**src/adc_ctl_pkg.sv**
```systemverilog
// constants and types of the converter enable and clock divider block
`default_nettype none
package adc_ctl_pkg;

    // ****************************************************************
    // register map: byte address is four times the index
    // ****************************************************************
    localparam int          ADDR_W     = 20;
    localparam logic [15:0] CTL_INDEX  = 16'h5384;
    localparam logic [15:0] DIV_INDEX  = 16'h5386;
    localparam logic [ADDR_W-1:0] CTL_ADDR = {2'b00, CTL_INDEX, 2'b00};
    localparam logic [ADDR_W-1:0] DIV_ADDR = {2'b00, DIV_INDEX, 2'b00};

    // ****************************************************************
    // control register fields
    // ****************************************************************
    localparam int ENABLE_BIT = 0;
    localparam int RUN_BIT    = 1;
    localparam int BUSY_BIT   = 2;
    localparam int CONT_BIT   = 3;
    localparam int HWSEL_BIT  = 4;

    // ****************************************************************
    // divider field
    // ****************************************************************
    localparam int         SEL_W       = 4;
    localparam int         CNT_W       = 15;
    localparam logic [3:0] SEL_RESET   = 4'h0;
    localparam logic [3:0] SEL_RESERVED = 4'hf;
    localparam logic [31:0] DATA_ZERO  = 32'h0000_0000;

    typedef struct packed {
        logic hw_select;
        logic continuous;
        logic run;
        logic enable;
    } ctl_t;

    localparam ctl_t CTL_RESET = '{hw_select: 1'b0, continuous: 1'b0,
                                   run: 1'b0, enable: 1'b0};

endpackage
`default_nettype wire

```
**src/conv_clock_divider.sv**
```systemverilog
// power-of-two conversion clock divider
`timescale 1ns/1ps
`default_nettype none
module conv_clock_divider (
    input  wire logic                          pclk,
    input  wire logic                          presetn,
    input  wire logic                          clock_supply_on,
    input  wire logic [adc_ctl_pkg::SEL_W-1:0] select,
    output var  logic                          conv_clk
);
    logic [adc_ctl_pkg::CNT_W-1:0] count;
    logic [adc_ctl_pkg::CNT_W-1:0] next_count;

    assign next_count = count + 1'b1;

    // ****************************************************************
    // counter and tap
    // ****************************************************************
    // gated supply holds the chain cleared so the clock restarts in phase
    always_ff @(posedge pclk or negedge presetn) begin
        if (!presetn) begin
            count <= '0;
        end else if (!clock_supply_on) begin
            count <= '0;
        end else begin
            count <= next_count;
        end
    end

    always_ff @(posedge pclk or negedge presetn) begin
        if (!presetn) begin
            conv_clk <= 1'b0;
        end else if (!clock_supply_on || select == adc_ctl_pkg::SEL_RESERVED) begin
            conv_clk <= 1'b0;
        end else begin
            conv_clk <= next_count[select];
        end
    end

    // ****************************************************************
    // checks
    // ****************************************************************
    property p_no_clock_gated;
        @(posedge pclk) disable iff (!presetn)
        !clock_supply_on |=> !conv_clk;
    endproperty
    a_no_clock_gated: assert property (p_no_clock_gated)
        else $error("conversion clock runs while supply is off");

    property p_half_rate;
        @(posedge pclk) disable iff (!presetn)
        (clock_supply_on && select == 4'h0)[*3] |-> conv_clk != $past(conv_clk);
    endproperty
    a_half_rate: assert property (p_half_rate)
        else $error("divide by two does not toggle every cycle");

endmodule
`default_nettype wire

```
**src/adc_enable_and_clock_divider.sv**
```systemverilog
// converter enable, run control and conversion clock divider with apb registers
`timescale 1ns/1ps
`default_nettype none
module adc_enable_and_clock_divider (
    input  wire logic                           pclk,
    input  wire logic                           presetn,
    input  wire logic                           psel,
    input  wire logic                           penable,
    input  wire logic                           pwrite,
    input  wire logic [adc_ctl_pkg::ADDR_W-1:0] paddr,
    input  wire logic [31:0]                    pwdata,
    output var  logic [31:0]                    prdata,
    output var  logic                           pready,
    output var  logic                           pslverr,
    input  wire logic                           clock_supply_on,
    input  wire logic                           hw_trigger,
    input  wire logic                           conversion_done,
    output var  logic                           conversion_run_control,
    output var  logic                           conversion_start,
    output var  logic                           converter_enable,
    output var  logic                           conversion_continuous,
    output var  logic                           conv_clk
);
    adc_ctl_pkg::ctl_t              ctl;
    logic [adc_ctl_pkg::SEL_W-1:0]  conv_clock_divide_select;
    logic                           hit_ctl;
    logic                           hit_div;
    logic                           access;
    logic                           wr_ctl;
    logic                           wr_div;
    logic                           trig_meta;
    logic                           trig_sync;
    logic                           trig_last;
    logic                           hw_edge;
    logic                           set_sw;
    logic                           set_hw;
    logic                           set_run;
    logic                           clr_run;
    logic                           next_run;

    // ****************************************************************
    // apb decode
    // ****************************************************************
    assign hit_ctl = paddr == adc_ctl_pkg::CTL_ADDR;
    assign hit_div = paddr == adc_ctl_pkg::DIV_ADDR;
    assign access  = psel && penable;
    assign pready  = 1'b1;
    // unmapped addresses answer with an error and change nothing
    assign pslverr = access && !(hit_ctl || hit_div);
    assign wr_ctl  = access && pwrite && hit_ctl;
    assign wr_div  = access && pwrite && hit_div;

    // read data is captured in setup so the access phase sees a flop
    always_ff @(posedge pclk or negedge presetn) begin
        if (!presetn) begin
            prdata <= adc_ctl_pkg::DATA_ZERO;
        end else if (psel && !penable) begin
            prdata <= adc_ctl_pkg::DATA_ZERO;
            if (hit_ctl) begin
                prdata[adc_ctl_pkg::ENABLE_BIT] <= ctl.enable;
                prdata[adc_ctl_pkg::RUN_BIT]    <= ctl.run;
                prdata[adc_ctl_pkg::BUSY_BIT]   <= ctl.run;
                prdata[adc_ctl_pkg::CONT_BIT]   <= ctl.continuous;
                prdata[adc_ctl_pkg::HWSEL_BIT]  <= ctl.hw_select;
            end else if (hit_div) begin
                prdata[adc_ctl_pkg::SEL_W-1:0] <= conv_clock_divide_select;
            end
        end
    end

    // ****************************************************************
    // control settings
    // ****************************************************************
    // settings change at once; software is expected to disable first
    always_ff @(posedge pclk or negedge presetn) begin
        if (!presetn) begin
            ctl.enable     <= adc_ctl_pkg::CTL_RESET.enable;
            ctl.continuous <= adc_ctl_pkg::CTL_RESET.continuous;
            ctl.hw_select  <= adc_ctl_pkg::CTL_RESET.hw_select;
        end else if (wr_ctl) begin
            ctl.enable     <= pwdata[adc_ctl_pkg::ENABLE_BIT];
            ctl.continuous <= pwdata[adc_ctl_pkg::CONT_BIT];
            ctl.hw_select  <= pwdata[adc_ctl_pkg::HWSEL_BIT];
        end
    end

    always_ff @(posedge pclk or negedge presetn) begin
        if (!presetn) begin
            conv_clock_divide_select <= adc_ctl_pkg::SEL_RESET;
        end else if (wr_div) begin
            conv_clock_divide_select <= pwdata[adc_ctl_pkg::SEL_W-1:0];
        end
    end

    // ****************************************************************
    // hardware trigger synchroniser
    // ****************************************************************
    always_ff @(posedge pclk or negedge presetn) begin
        if (!presetn) begin
            trig_meta <= 1'b0;
            trig_sync <= 1'b0;
            trig_last <= 1'b0;
        end else begin
            trig_meta <= hw_trigger;
            trig_sync <= trig_meta;
            trig_last <= trig_sync;
        end
    end
    assign hw_edge = trig_sync && !trig_last;

    // ****************************************************************
    // run control
    // ****************************************************************
    assign set_sw  = wr_ctl && pwdata[adc_ctl_pkg::RUN_BIT] && ctl.enable;
    assign set_hw  = hw_edge && ctl.hw_select && ctl.enable;
    assign set_run = set_sw || set_hw;
    // enable is not a term here: dropping it never aborts a conversion
    assign clr_run = (wr_ctl && !pwdata[adc_ctl_pkg::RUN_BIT])
                  || (conversion_done && !ctl.continuous);
    // a new start in the same cycle as a stop wins
    assign next_run = set_run ? 1'b1 : (clr_run ? 1'b0 : ctl.run);

    always_ff @(posedge pclk or negedge presetn) begin
        if (!presetn) begin
            ctl.run          <= adc_ctl_pkg::CTL_RESET.run;
            conversion_start <= 1'b0;
        end else begin
            ctl.run          <= next_run;
            conversion_start <= set_run && !ctl.run;
        end
    end

    assign conversion_run_control = ctl.run;
    assign converter_enable       = ctl.enable;
    assign conversion_continuous  = ctl.continuous;

    conv_clock_divider u_div (
        .pclk            (pclk),
        .presetn         (presetn),
        .clock_supply_on (clock_supply_on),
        .select          (conv_clock_divide_select),
        .conv_clk        (conv_clk)
    );

    // ****************************************************************
    // checks
    // ****************************************************************
    property p_start_needs_enable;
        @(posedge pclk) disable iff (!presetn)
        $rose(ctl.run) |-> $past(ctl.enable);
    endproperty
    a_start_needs_enable: assert property (p_start_needs_enable)
        else $error("conversion started while disabled");

    property p_disable_keeps_run;
        @(posedge pclk) disable iff (!presetn)
        (ctl.run && !ctl.enable && !wr_ctl && !conversion_done) |=> ctl.run;
    endproperty
    a_disable_keeps_run: assert property (p_disable_keeps_run)
        else $error("conversion aborted by enable alone");

    property p_stop_write;
        @(posedge pclk) disable iff (!presetn)
        (wr_ctl && !pwdata[adc_ctl_pkg::RUN_BIT] && !set_hw) |=> !ctl.run;
    endproperty
    a_stop_write: assert property (p_stop_write)
        else $error("write of zero did not stop conversion");

    property p_sw_start;
        @(posedge pclk) disable iff (!presetn)
        (wr_ctl && pwdata[adc_ctl_pkg::RUN_BIT] && ctl.enable)
            |=> ctl.run && ($past(ctl.run) || conversion_start);
    endproperty
    a_sw_start: assert property (p_sw_start)
        else $error("software start did not set run");

    property p_hw_start;
        @(posedge pclk) disable iff (!presetn)
        (trig_sync && !trig_last && ctl.hw_select && ctl.enable) |=> ctl.run;
    endproperty
    a_hw_start: assert property (p_hw_start)
        else $error("hardware trigger did not set run");

    property p_one_shot_end;
        @(posedge pclk) disable iff (!presetn)
        (conversion_done && !ctl.continuous && !set_run) |=> !ctl.run;
    endproperty
    a_one_shot_end: assert property (p_one_shot_end)
        else $error("one-time conversion did not stop");

    property p_div_write;
        @(posedge pclk) disable iff (!presetn)
        wr_div |=> conv_clock_divide_select == $past(pwdata[adc_ctl_pkg::SEL_W-1:0]);
    endproperty
    a_div_write: assert property (p_div_write)
        else $error("divider select not stored");

    property p_div_reserved;
        @(posedge pclk) disable iff (!presetn)
        (psel && !penable && hit_div) |=> prdata[31:4] == 28'h000_0000;
    endproperty
    a_div_reserved: assert property (p_div_reserved)
        else $error("reserved divider bits read nonzero");

    property p_start_pulse;
        @(posedge pclk) disable iff (!presetn)
        conversion_start |-> ctl.run && !$past(ctl.run);
    endproperty
    a_start_pulse: assert property (p_start_pulse)
        else $error("start pulse without a fresh run");

    property p_disabled_idle;
        @(posedge pclk) disable iff (!presetn)
        (!ctl.enable && !ctl.run) |=> !ctl.run;
    endproperty
    a_disabled_idle: assert property (p_disabled_idle)
        else $error("run set while converter disabled");

    property p_hw_unselected;
        @(posedge pclk) disable iff (!presetn)
        (hw_edge && !ctl.hw_select && !wr_ctl && !ctl.run) |=> !ctl.run;
    endproperty
    a_hw_unselected: assert property (p_hw_unselected)
        else $error("unselected hardware trigger set run");

endmodule
`default_nettype wire

```
**config.mk**
```make
export PLATFORM = sky130hd
export DESIGN_NAME = adc_enable_and_clock_divider
export DESIGN_NICKNAME = d
export VERILOG_FILES = /design/src/adc_ctl_pkg.sv /design/src/conv_clock_divider.sv /design/src/adc_enable_and_clock_divider.sv
export SDC_FILE = /design/constraint.sdc
export NUM_CORES = 1
export LEC_CHECK = 0
export ABC_AREA = 1
export ABC_CLOCK_PERIOD_IN_PS = 1650
export BUFFER_PORTS_ARGS = -buffer_cell sky130_fd_sc_hd__buf_2
export CORE_UTILIZATION = 34
export DETAILED_ROUTE_END_ITERATION = 7
export GPL_TIMING_DRIVEN = 0
export SLEW_MARGIN = 10
export SYNTH_ARGS = -nofsm -noshare
export SYNTH_HDL_FRONTEND = slang
export SYNTH_SLANG_ARGS = --single-unit
```
**constraint.sdc**
```tcl
create_clock -name pclk -period 1.65 [get_ports pclk]
set_clock_uncertainty 0.1 [all_clocks]
set_input_delay 0.33 -clock pclk [delete_from_list [all_inputs] [get_ports pclk]]
set_output_delay 0.33 -clock pclk [all_outputs]
set_load 0.05 [all_outputs]
```
After elaboration in Yosys (flattened, before gate mapping)
Cells that the tools add are included.
{ "totals": {"wordCells": 52, "output_inout_bits": 39, "input_bits": 60, "reg_bits": 33} }
{ "classes": {"eq_ne": 3, "mux": 9, "n_reduce_logical": 26, "addsub": 1, "n_lt_le_gt_ge": 1} }
{ "ops": {"columns": ["operator", "count"], "rows": [
  ["20-bit by 17-bit == test with 1-bit output (second input constant)", 2],
  ["15-bit by 1-bit adder with 15-bit output (second input constant)", 1],
  ["15-bit two-way mux", 1],
  ["1-bit logical AND", 14],
  ["4-bit two-way mux", 2],
  ["1-bit logical NOT", 7],
  ["4-bit by 5-bit less-than comparator with 1-bit output (second input constant)", 1],
  ["1-bit two-way mux", 5],
  ["1-bit binary-select mux with 4-bit select", 1],
  ["4-bit == test (second input constant)", 1],
  ["1-bit logical OR", 4],
  ["2-bit nonzero test", 1]
]} }

Logic depth before layout (Yosys ltp)
Gate-level depths: netlist (run 1).
{ "depth": {"depth_word": 7, "mapped_depth": 12, "depth_no_buf": 12} }

Hierarchy
A second synthesis (run 1) with hierarchy kept.
{ "hier_totals": {"cells_unflattened": 310, "area_unflattened_um2": 2255.9} }
{ "modules_own_cells": {"columns": ["module", "n_inst", "seq_area_each_um2", "area_each_um2", "cells_per_inst"], "rows": [
  ["adc_enable_and_clock_divider", 1, 425.4, 1208.7, 159],
  ["conv_clock_divider", 1, 400.4, 1047.3, 151]
]} }

Worst setup path before layout (run 1)
Ideal clock, no wire load.
{ "synth_timing": {"kind": "in2out", "start": "input port paddr[19] in the netlist's numbering", "end": "output port pslverr", "slack_ns": -0.514, "n_path_buf": 0, "path_stages": 6, "required_ns": 1.220, "arrival_ns": 1.734, "cell_sequence": "nor2_1 -> nand3b_1 -> inv_1 -> nand4_2 -> nor2_1 -> nor3_1"} }
{ "synth_via": {"elab_chain_len": 4, "word_cells_on_any_way": 5, "classes_between": "eq/ne: 2; reduce/logical: 3"} }
{ "synth_lines": {"columns": ["item", "line_no", "rtl"], "rows": [
  ["start, declared", "adc_enable_and_clock_divider.sv:10", "input wire logic [adc_ctl_pkg::ADDR_W-1:0] paddr,"],
  ["20-bit by 17-bit == test with 1-bit output, on equally long branches", "adc_enable_and_clock_divider.sv:44, adc_enable_and_clock_divider.sv:45", null],
  ["1-bit logical OR (*)", "adc_enable_and_clock_divider.sv:49", "assign pslverr = access && !(hit_ctl || hit_div);"],
  ["1-bit logical NOT (*)", "adc_enable_and_clock_divider.sv:49", null],
  ["1-bit logical AND (*)", "adc_enable_and_clock_divider.sv:49", null],
  ["end, declared", "adc_enable_and_clock_divider.sv:14", "output var logic pslverr,"]
]} }
Mark *: on every way between the ends. The rest lies on a longest branch, timed or not.

Worst setup path after layout (run 1)
{ "layout_timing": {"start": "input port paddr[12] in the netlist's numbering", "end": "output port pslverr"} }
The elaborated chain is that of the path after synthesis.

==> results of run 1 <==
==> per-layer routing <==
layer	global-route usage (%)	vias to the layer above	share of wire [%]
li1	-	946	-
met1	17.9	788	43
met2	26.1	59	50
met3	3.72	7	6.7
met4	3.89	0	0.89
met5	0	-	0
==> synthesized netlist by cell type <==
cell type                  number
sky130_fd_sc_hd__o21ai_1        2
sky130_fd_sc_hd__o211ai_1       2
sky130_fd_sc_hd__inv_1         31
sky130_fd_sc_hd__inv_2          1
sky130_fd_sc_hd__xor2_1         3
sky130_fd_sc_hd__nor2_1        37
sky130_fd_sc_hd__ha_1           1
sky130_fd_sc_hd__o21bai_1       1
sky130_fd_sc_hd__nand3_1       15
sky130_fd_sc_hd__nor3_2         1
sky130_fd_sc_hd__nand3b_1       4
sky130_fd_sc_hd__nand3_2        2
sky130_fd_sc_hd__nand2_2        3
sky130_fd_sc_hd__nor3_1         1
sky130_fd_sc_hd__conb_1         2
sky130_fd_sc_hd__clkbuf_1       1
sky130_fd_sc_hd__xnor2_1        2
sky130_fd_sc_hd__mux2_2         2
sky130_fd_sc_hd__o21ai_0        9
sky130_fd_sc_hd__nor2_4         1
sky130_fd_sc_hd__nand2_1       53
sky130_fd_sc_hd__nand4_2        1
sky130_fd_sc_hd__nor2_2         5
sky130_fd_sc_hd__dfrtp_1       33
sky130_fd_sc_hd__buf_4         28
sky130_fd_sc_hd__a21oi_1       16
sky130_fd_sc_hd__nand4_1        7
==> cells by family after synthesis <==
kind of cell,count (synthesis)
compound gates,30
buf+inv,61
xor+xnor,5
other cells,2
mux,2
flops,33
simple gates,130
fa+ha+maj,1
==> path summary, 6_finish.rpt <==
kind,slack (ps),endpoint,depth (start not counted)
setup / recovery,-30,pslverr,8
hold / removal,-0.1,u_div.count[5],1
setup reg to reg,0,u_div.conv_clk,11
hold reg to reg,250,trig_sync,0
max in group asynchronous,970,conversion_run_control,1
min in group pclk,50,trig_meta,1
==> cell type report <==
type / instances / share of cell area [%]
clock inverters: 3 / 2.42
inverters: 32 / 4.46
clock buffers: 5 / 2.56
well taps: 72 / 3.35
multi-input cells: 196 / 38.8
flip-flops and latches: 33 / 30.7
repair buffers: 48 / 9.85
plain buffers: 29 / 7.95
==> stage by stage <==
stage	total power, W	utilization, %	instances	TNS (ps)
after global routing	0.00224	48.3	418	-241
after detailed placement	0.00124	43.3	405	-1000
after floorplan	0.00115	-	290	0
after CTS	0.00216	47.2	416	-88.8
final	0.00214	48.3	418	-26.5
after global placement	0.00123	43.3	405	-724
==> repair_timing <==
| action | in CTS | in global routing |
|---|---|---|
| endpoints found under the setup margin | 2 | 2 |
| pin swaps | 7 | 11 |
| endpoints found under the hold margin | 0 | 0 |
| resized for setup | 13 | 10 |
| buffers inserted | 3 | 2 |
| cloned | 0 | 0 |
==> flip-flops by register name, summed over array words and instances (netlist names) <==
register	flops
u_div.conv_clk	1
u_div.count	15
conversion_run_control	1
trig_last	1
trig_sync	1
trig_meta	1
conversion_continuous	1
conversion_start	1
ctl	1
conv_clock_divide_select	4
converter_enable	1
prdata	5
==> power breakdown <==
group | total, W | switching, W | internal [W]
Sequential | 0.000849 | 0.0000176 | 0.000831
Combinational | 0.000394 | 0.000277 | 0.000117
Clock | 0.000900 | 0.000300 | 0.000600
Total | 0.00214 | 0.000594 | 0.00155
==> impl_metrics.sql, run 1 <==
INSERT INTO impl_metrics (metric_group, metric, value, unit) VALUES
('sta', 'timing.final.setup_violations', '1', ''),
('outcome', 'status', 'finished with violations', ''),
('logic_synthesis', 'ys_seq_elements', '33', ''),
('drt', 'avgViaCountPerCell', '4.31', ''),
('finish', 'nFillCells', '579', ''),
('finish', 'stdcell_area', '2690', 'um^2'),
('finish', 'fin_nets', '406', ''),
('finish', 'mostFrequentLayoutCells', 'sky130_fd_sc_hd__nand2_1, sky130_fd_sc_hd__buf_2, sky130_fd_sc_hd__nor2_1, sky130_fd_sc_hd__buf_4, sky130_fd_sc_hd__dfrtp_1', ''),
('place', 'gp_routability_congestion', '0.777', ''),
('place', 'place_worst_setup_slack', '-360', 'ps'),
('worst_setup_path', 'cp_slowest_cell', 'sky130_fd_sc_hd__nor2_4', ''),
('worst_setup_path', 'launching_point_of_the_worst_reg2reg_path', 'u_div.count[1]', ''),
('pwr', 'power_density', '796', 'nW/um^2'),
('clock_tree', 'cts_tree', 'done', ''),
('logic_synthesis', 'yosys.area_share.simple', '29.8', '%'),
('logic_synthesis', 'netlist_instances', '264', ''),
('sta', 'setup_ws', '-26.5', 'ps'),
('floorplanning', 'floorplan.core_area', '5570', 'um^2'),
('outcome', 'failed_checks', 'negative hold slack, negative setup slack', ''),
('finish', 'layout.cells.most_common', 'sky130_fd_sc_hd__nand2_1', ''),
('logic_synthesis', 'synth.largest_area_cell', 'sky130_fd_sc_hd__dfrtp_1', ''),
('grt', 'antenna_found_initial', '0', ''),
('clock_tree', 'cts_hold_repair.buffers', '0', ''),
('logic_synthesis', 'synth_compound_area_share', '7.88', '%'),
('sta', 'clock.fmax', '596', 'MHz'),
('clock_tree', 'cts.root.buffer_cell', 'sky130_fd_sc_hd__clkbuf_8', ''),
('sta', 'worst_pin_slew', '733', 'ps'),
('floorplanning', 'die_h', '78.7', 'um'),
('pwr', 'vdd.ir_drop.worst', '328', 'uV'),
('finish', 'register_area', '826', 'um^2'),
('sta', 'maxSlewViolCount', '0', ''),
('logic_synthesis', 'postSynthAreaPerCell', '7.57', 'um^2'),
('floorplanning', 'fp-row-count', '27', ''),
('clock_tree', 'tritoncts_num_sinks', '33', ''),
('floorplanning', 'die_outline_area', '6190', 'um^2'),
('grt', 'global_route_wire_length_before_repair', '7200', 'um'),
('sta', 'fin_crit', '1680', 'ps'),
('worst_setup_path', 'path_delay_family', 'simple AND/OR/NAND/NOR gates', ''),
('worst_setup_path', 'path_max_fanout', '2', ''),
('floorplanning', 'io-pin-count', '99', ''),
('finish', 'diodes', '0', ''),
('finish', 'post_route_cells_drive_above_1_share', '32.1', '%'),
('floorplanning', 'initial_core_util', '35.9', '%'),
('worst_setup_path', 'worst_setup_path_end_kind', 'output pin', ''),
('sta', 'layout_worst_path_cycle_share', '102', '%'),
('logic_synthesis', 'syn_area', '2000', 'um^2'),
('drt', 'num_vias', '1800', ''),
('grt', 'grt_overflow_total', '0', ''),
('worst_setup_path', 'critPathBufInv', '2', ''),
('clock_tree', 'ctsHtreeMaxLevel', '2', ''),
('logic_synthesis', 'synth_top_cells_by_area', 'sky130_fd_sc_hd__dfrtp_1, sky130_fd_sc_hd__buf_4, sky130_fd_sc_hd__nand2_1, sky130_fd_sc_hd__nor2_1, sky130_fd_sc_hd__inv_1', ''),
('clock_tree', 'worstSkewPairLatency', '280', 'ps'),
('sta', 'fin_hold_ws', '-0.125', 'ps'),
('drt', 'antenna_violating_nets_post_route', '0', ''),
('grt', 'first_global_vias', '1630', ''),
('pwr', 'power_leakage', '1.37', 'nW'),
('grt', 'grt_util_all_layers', '14.9', '%'),
('logic_synthesis', 'synth_warnings', '0', ''),
('floorplanning', 'floorplan.die.width', '78.7', 'um'),
('sta', 'final_hold_viol_count', '1', ''),
('logic_synthesis', 'seq_area_frac_synth', '41.3', '%'),
('logic_synthesis', 'netlist.area_leader.share', '41.3', '%'),
('drt', 'route.detailed.drc', '0', ''),
('clock_tree', 'numCtsBuffers', '5', ''),
('logic_synthesis', 'largest_family_of_logic_cells_by_synthesized_area', 'simple AND/OR/NAND/NOR gates', ''),
('worst_setup_path', 'worst-setup-path-type', 'in -> out', ''),
('worst_setup_path', 'startpoint_class_of_the_critical_path', 'input pin', ''),
('logic_synthesis', 'netlist-cell-type-count', '27', ''),
('worst_setup_path', 'required', '1220', 'ps'),
('place', 'dpl.hpwl', '3300', 'um'),
('logic_synthesis', 'xor_and_xnor_fraction_of_the_mapped_netlist_area', '2.19', '%');
No activity file was read; power rests on OpenSTA's default activity.
==> run 2: changes to the inputs <==
SKIP_LAST_GASP = 1   (was not set)
==> impl_metrics.sql, run 2 (same netlist as run 1, synthesis figures left out) <==
INSERT INTO impl_metrics (metric_group, metric, value, unit) VALUES
('sta', 'fin_crit', '1700', 'ps'),
('worst_setup_path', 'worst-setup-path-type', 'in -> out', ''),
('drt', 'avgViaCountPerCell', '4.31', ''),
('clock_tree', 'worstSkewPairLatency', '280', 'ps'),
('finish', 'post_route_cells_drive_above_1_share', '31.5', '%'),
('floorplanning', 'initial_core_util', '35.9', '%'),
('floorplanning', 'fp-row-count', '27', ''),
('drt', 'detail_route.first_pass.iterations', '4', ''),
('worst_setup_path', 'crit_path_max_incr_delay', '170', 'ps'),
('sta', 'setup_ws', '-49.2', 'ps'),
('pwr', 'power_density', '795', 'nW/um^2'),
('sta', 'final_hold_viol_count', '0', ''),
('sta', 'rsz_0062_raised_after_global_routing', 'true', ''),
('finish', 'number_of_flip_flops_in_the_largest_register', '15', ''),
('hold_path', 'hp-class', 'in -> async', ''),
('pwr', 'report.power.total', '0.00214', 'W'),
('pwr', 'power_leakage', '1.37', 'nW'),
('worst_setup_path', 'r2r_cells', '11', ''),
('worst_setup_path', 'launching_point_of_the_worst_reg2reg_path', 'u_div.count[1]', ''),
('grt', 'maximum_number_of_pins_on_one_net_before_global_route_repair', '34', ''),
('finish', 'mostFrequentLayoutCells', 'sky130_fd_sc_hd__nand2_1, sky130_fd_sc_hd__buf_2, sky130_fd_sc_hd__nor2_1, sky130_fd_sc_hd__buf_4, sky130_fd_sc_hd__dfrtp_1', ''),
('place', 'dpl.hpwl', '3300', 'um'),
('worst_setup_path', 'worst_ep_arrival_time', '1270', 'ps'),
('grt', 'global_route_wire_length_before_repair', '7200', 'um'),
('job', 'drv.max_cap_violation_count', '0', ''),
('clock_tree', 'cts_tree', 'done', ''),
('finish', 'layout-area-overhead-vs-synth', '34.5', '%'),
('pwr', 'vdd.ir_drop.worst', '328', 'uV'),
('place', 'portBuffers', '43', ''),
('grt', 'most_used_layer_global_route', 'met2', ''),
('worst_setup_path', 'worst_r2r_endpoint', 'u_div.conv_clk', ''),
('place', 'gp_routability_congestion', '0.777', ''),
('finish', 'reg.largest.list', 'u_div.count (15), prdata (5), conv_clock_divide_select (4)', ''),
('worst_setup_path', 'worst_setup_path_end_kind', 'output pin', ''),
('drt', 'route.final.wire_length', '4270', 'um'),
('grt', 'globalRouteMet2Util', '26.1', '%'),
('finish', 'layout.cells.most_common', 'sky130_fd_sc_hd__nand2_1', ''),
('outcome', 'failed_checks', 'negative setup slack', ''),
('clock_tree', 'tritoncts_num_sinks', '33', ''),
('finish', 'max_flop_register', 'u_div.count', ''),
('sta', 'maxSlewViolCount', '0', ''),
('floorplanning', 'die_outline_area', '6190', 'um^2'),
('finish', 'nFillCells', '578', ''),
('finish', 'multi_input_comb_area', '1040', 'um^2'),
('drt', 'route.detailed.drc', '0', ''),
('sta', 'worst_pin_slew', '732', 'ps'),
('worst_setup_path', 'path_delay_family', 'simple AND/OR/NAND/NOR gates', ''),
('drt', 'antenna_violating_nets_post_route', '0', ''),
('finish', 'diodes', '0', ''),
('sta', 'clock.fmax', '589', 'MHz'),
('clock_tree', 'clockBufferDepth', '2', ''),
('clock_tree', 'cts.root.buffer_cell', 'sky130_fd_sc_hd__clkbuf_8', ''),
('worst_setup_path', 'startpoint', 'paddr[12]', ''),
('floorplanning', 'die_h', '78.7', 'um'),
('grt', 'antenna_found_initial', '0', ''),
('grt', 'grt_util_all_layers', '14.9', '%'),
('clock_tree', 'ctsHtreeMaxLevel', '2', ''),
('worst_setup_path', 'critPathBufInv', '2', ''),
('sta', 'layout_worst_path_cycle_share', '103', '%'),
('outcome', 'status', 'finished with violations', ''),
('sta', 'max_slew_margin', '51.2', '%'),
('drt', 'num_vias', '1801', ''),
('clock_tree', 'cts_hold_repair.buffers', '0', ''),
('place', 'place_worst_setup_slack', '-360', 'ps'),
('finish', 'fin_nets', '406', ''),
('worst_setup_path', 'path_max_fanout', '2', ''),
('grt', 'first_global_vias', '1630', ''),
('worst_setup_path', 'required', '1220', 'ps'),
('finish', 'register_area', '826', 'um^2'),
('grt', 'grt.met3_usage', '3.72', '%'),
('clock_tree', 'numCtsBuffers', '5', ''),
('worst_setup_path', 'endpoint', 'pslverr', ''),
('worst_setup_path', 'cp_slowest_cell', 'sky130_fd_sc_hd__nor2_4', ''),
('worst_setup_path', 'startpoint_class_of_the_critical_path', 'input pin', ''),
('grt', 'grt_overflow_total', '0', ''),
('grt', 'grtUsageMet1', '17.9', '%'),
('worst_setup_path', 'worstPathCellList', 'buf_6 > nor2_1 > nand3b_1 > nor2_4 > nand4_4 > nor2_4 > nor3_4 > buf_6', ''),
('worst_setup_path', 'rrSetupSlack', '0', 'ps'),
('floorplanning', 'floorplan.die.width', '78.7', 'um'),
('drt', 'drt_iter0_drc', '94', ''),
('sta', 'timing.final.setup_violations', '1', ''),
('drt', 'avgRoutedWirePerCell', '10.2', 'um'),
('floorplanning', 'floorplan.core_area', '5570', 'um^2'),
('worst_setup_path', 'worst-path-stages', '8', ''),
('floorplanning', 'io-pin-count', '99', ''),
('clock_tree', 'cts.reportedPaths.clkPinSlew', '70', 'ps');
## run 2: per-layer routing
metal / wire length [um] / share of wire [%]
met1: 1860 / 44
met2: 2120 / 50
met3: 261 / 6.1
met4: 29 / 0.68
met5: 0 / 0
## run 2: through the flow
stage               utilization, %  TNS (ps)  instances  hold WS [ps]  area [um^2]
global route                  48.3      -277        418          31.7         2690
finish                        48.3     -49.2        418          1.63         2690
floorplan                        -         0        290         -65.6         2110
CTS                           47.2     -88.8        416          32.4         2630
global placement              43.3      -724        405           234         2410
detailed placement            43.3     -1000        405           237         2410
## run 2: power breakdown
group | total (W) | leakage (nW) | switching [W] | internal [W]
registers | 0.000849 | 0.443 | 0.0000176 | 0.000831
logic | 0.000393 | 0.860 | 0.000276 | 0.000117
clock network | 0.000898 | 0.0681 | 0.000298 | 0.000600
## run 2: layout make-up
cell class | count | share of cell area, %
plain buffers | 29 | 7.95
well taps | 72 | 3.35
clock buffers | 5 | 2.56
inverters | 32 | 4.47
repair buffers | 48 | 9.86
multi-input cells | 196 | 38.7
clock inverters | 3 | 2.42
flip-flops and latches | 33 | 30.7
## run 2: worst min-delay path by stage
stage	endpoint	start
6_report	u_div.count[5]	presetn
5_1_grt	trig_meta	hw_trigger
4_1_cts	u_div.count[5]	presetn
3_5_place_dp	trig_sync	trig_meta
3_3_place_gp	trig_sync	trig_meta
2_1_floorplan	conv_clock_divide_select[0]	presetn
## run 2: what timing repair did
action	CTS	global route
endpoints found under the hold margin	0	0
setup buffers	3	2
resized for setup	13	8
setup endpoints to repair	2	2
pin swaps	7	7
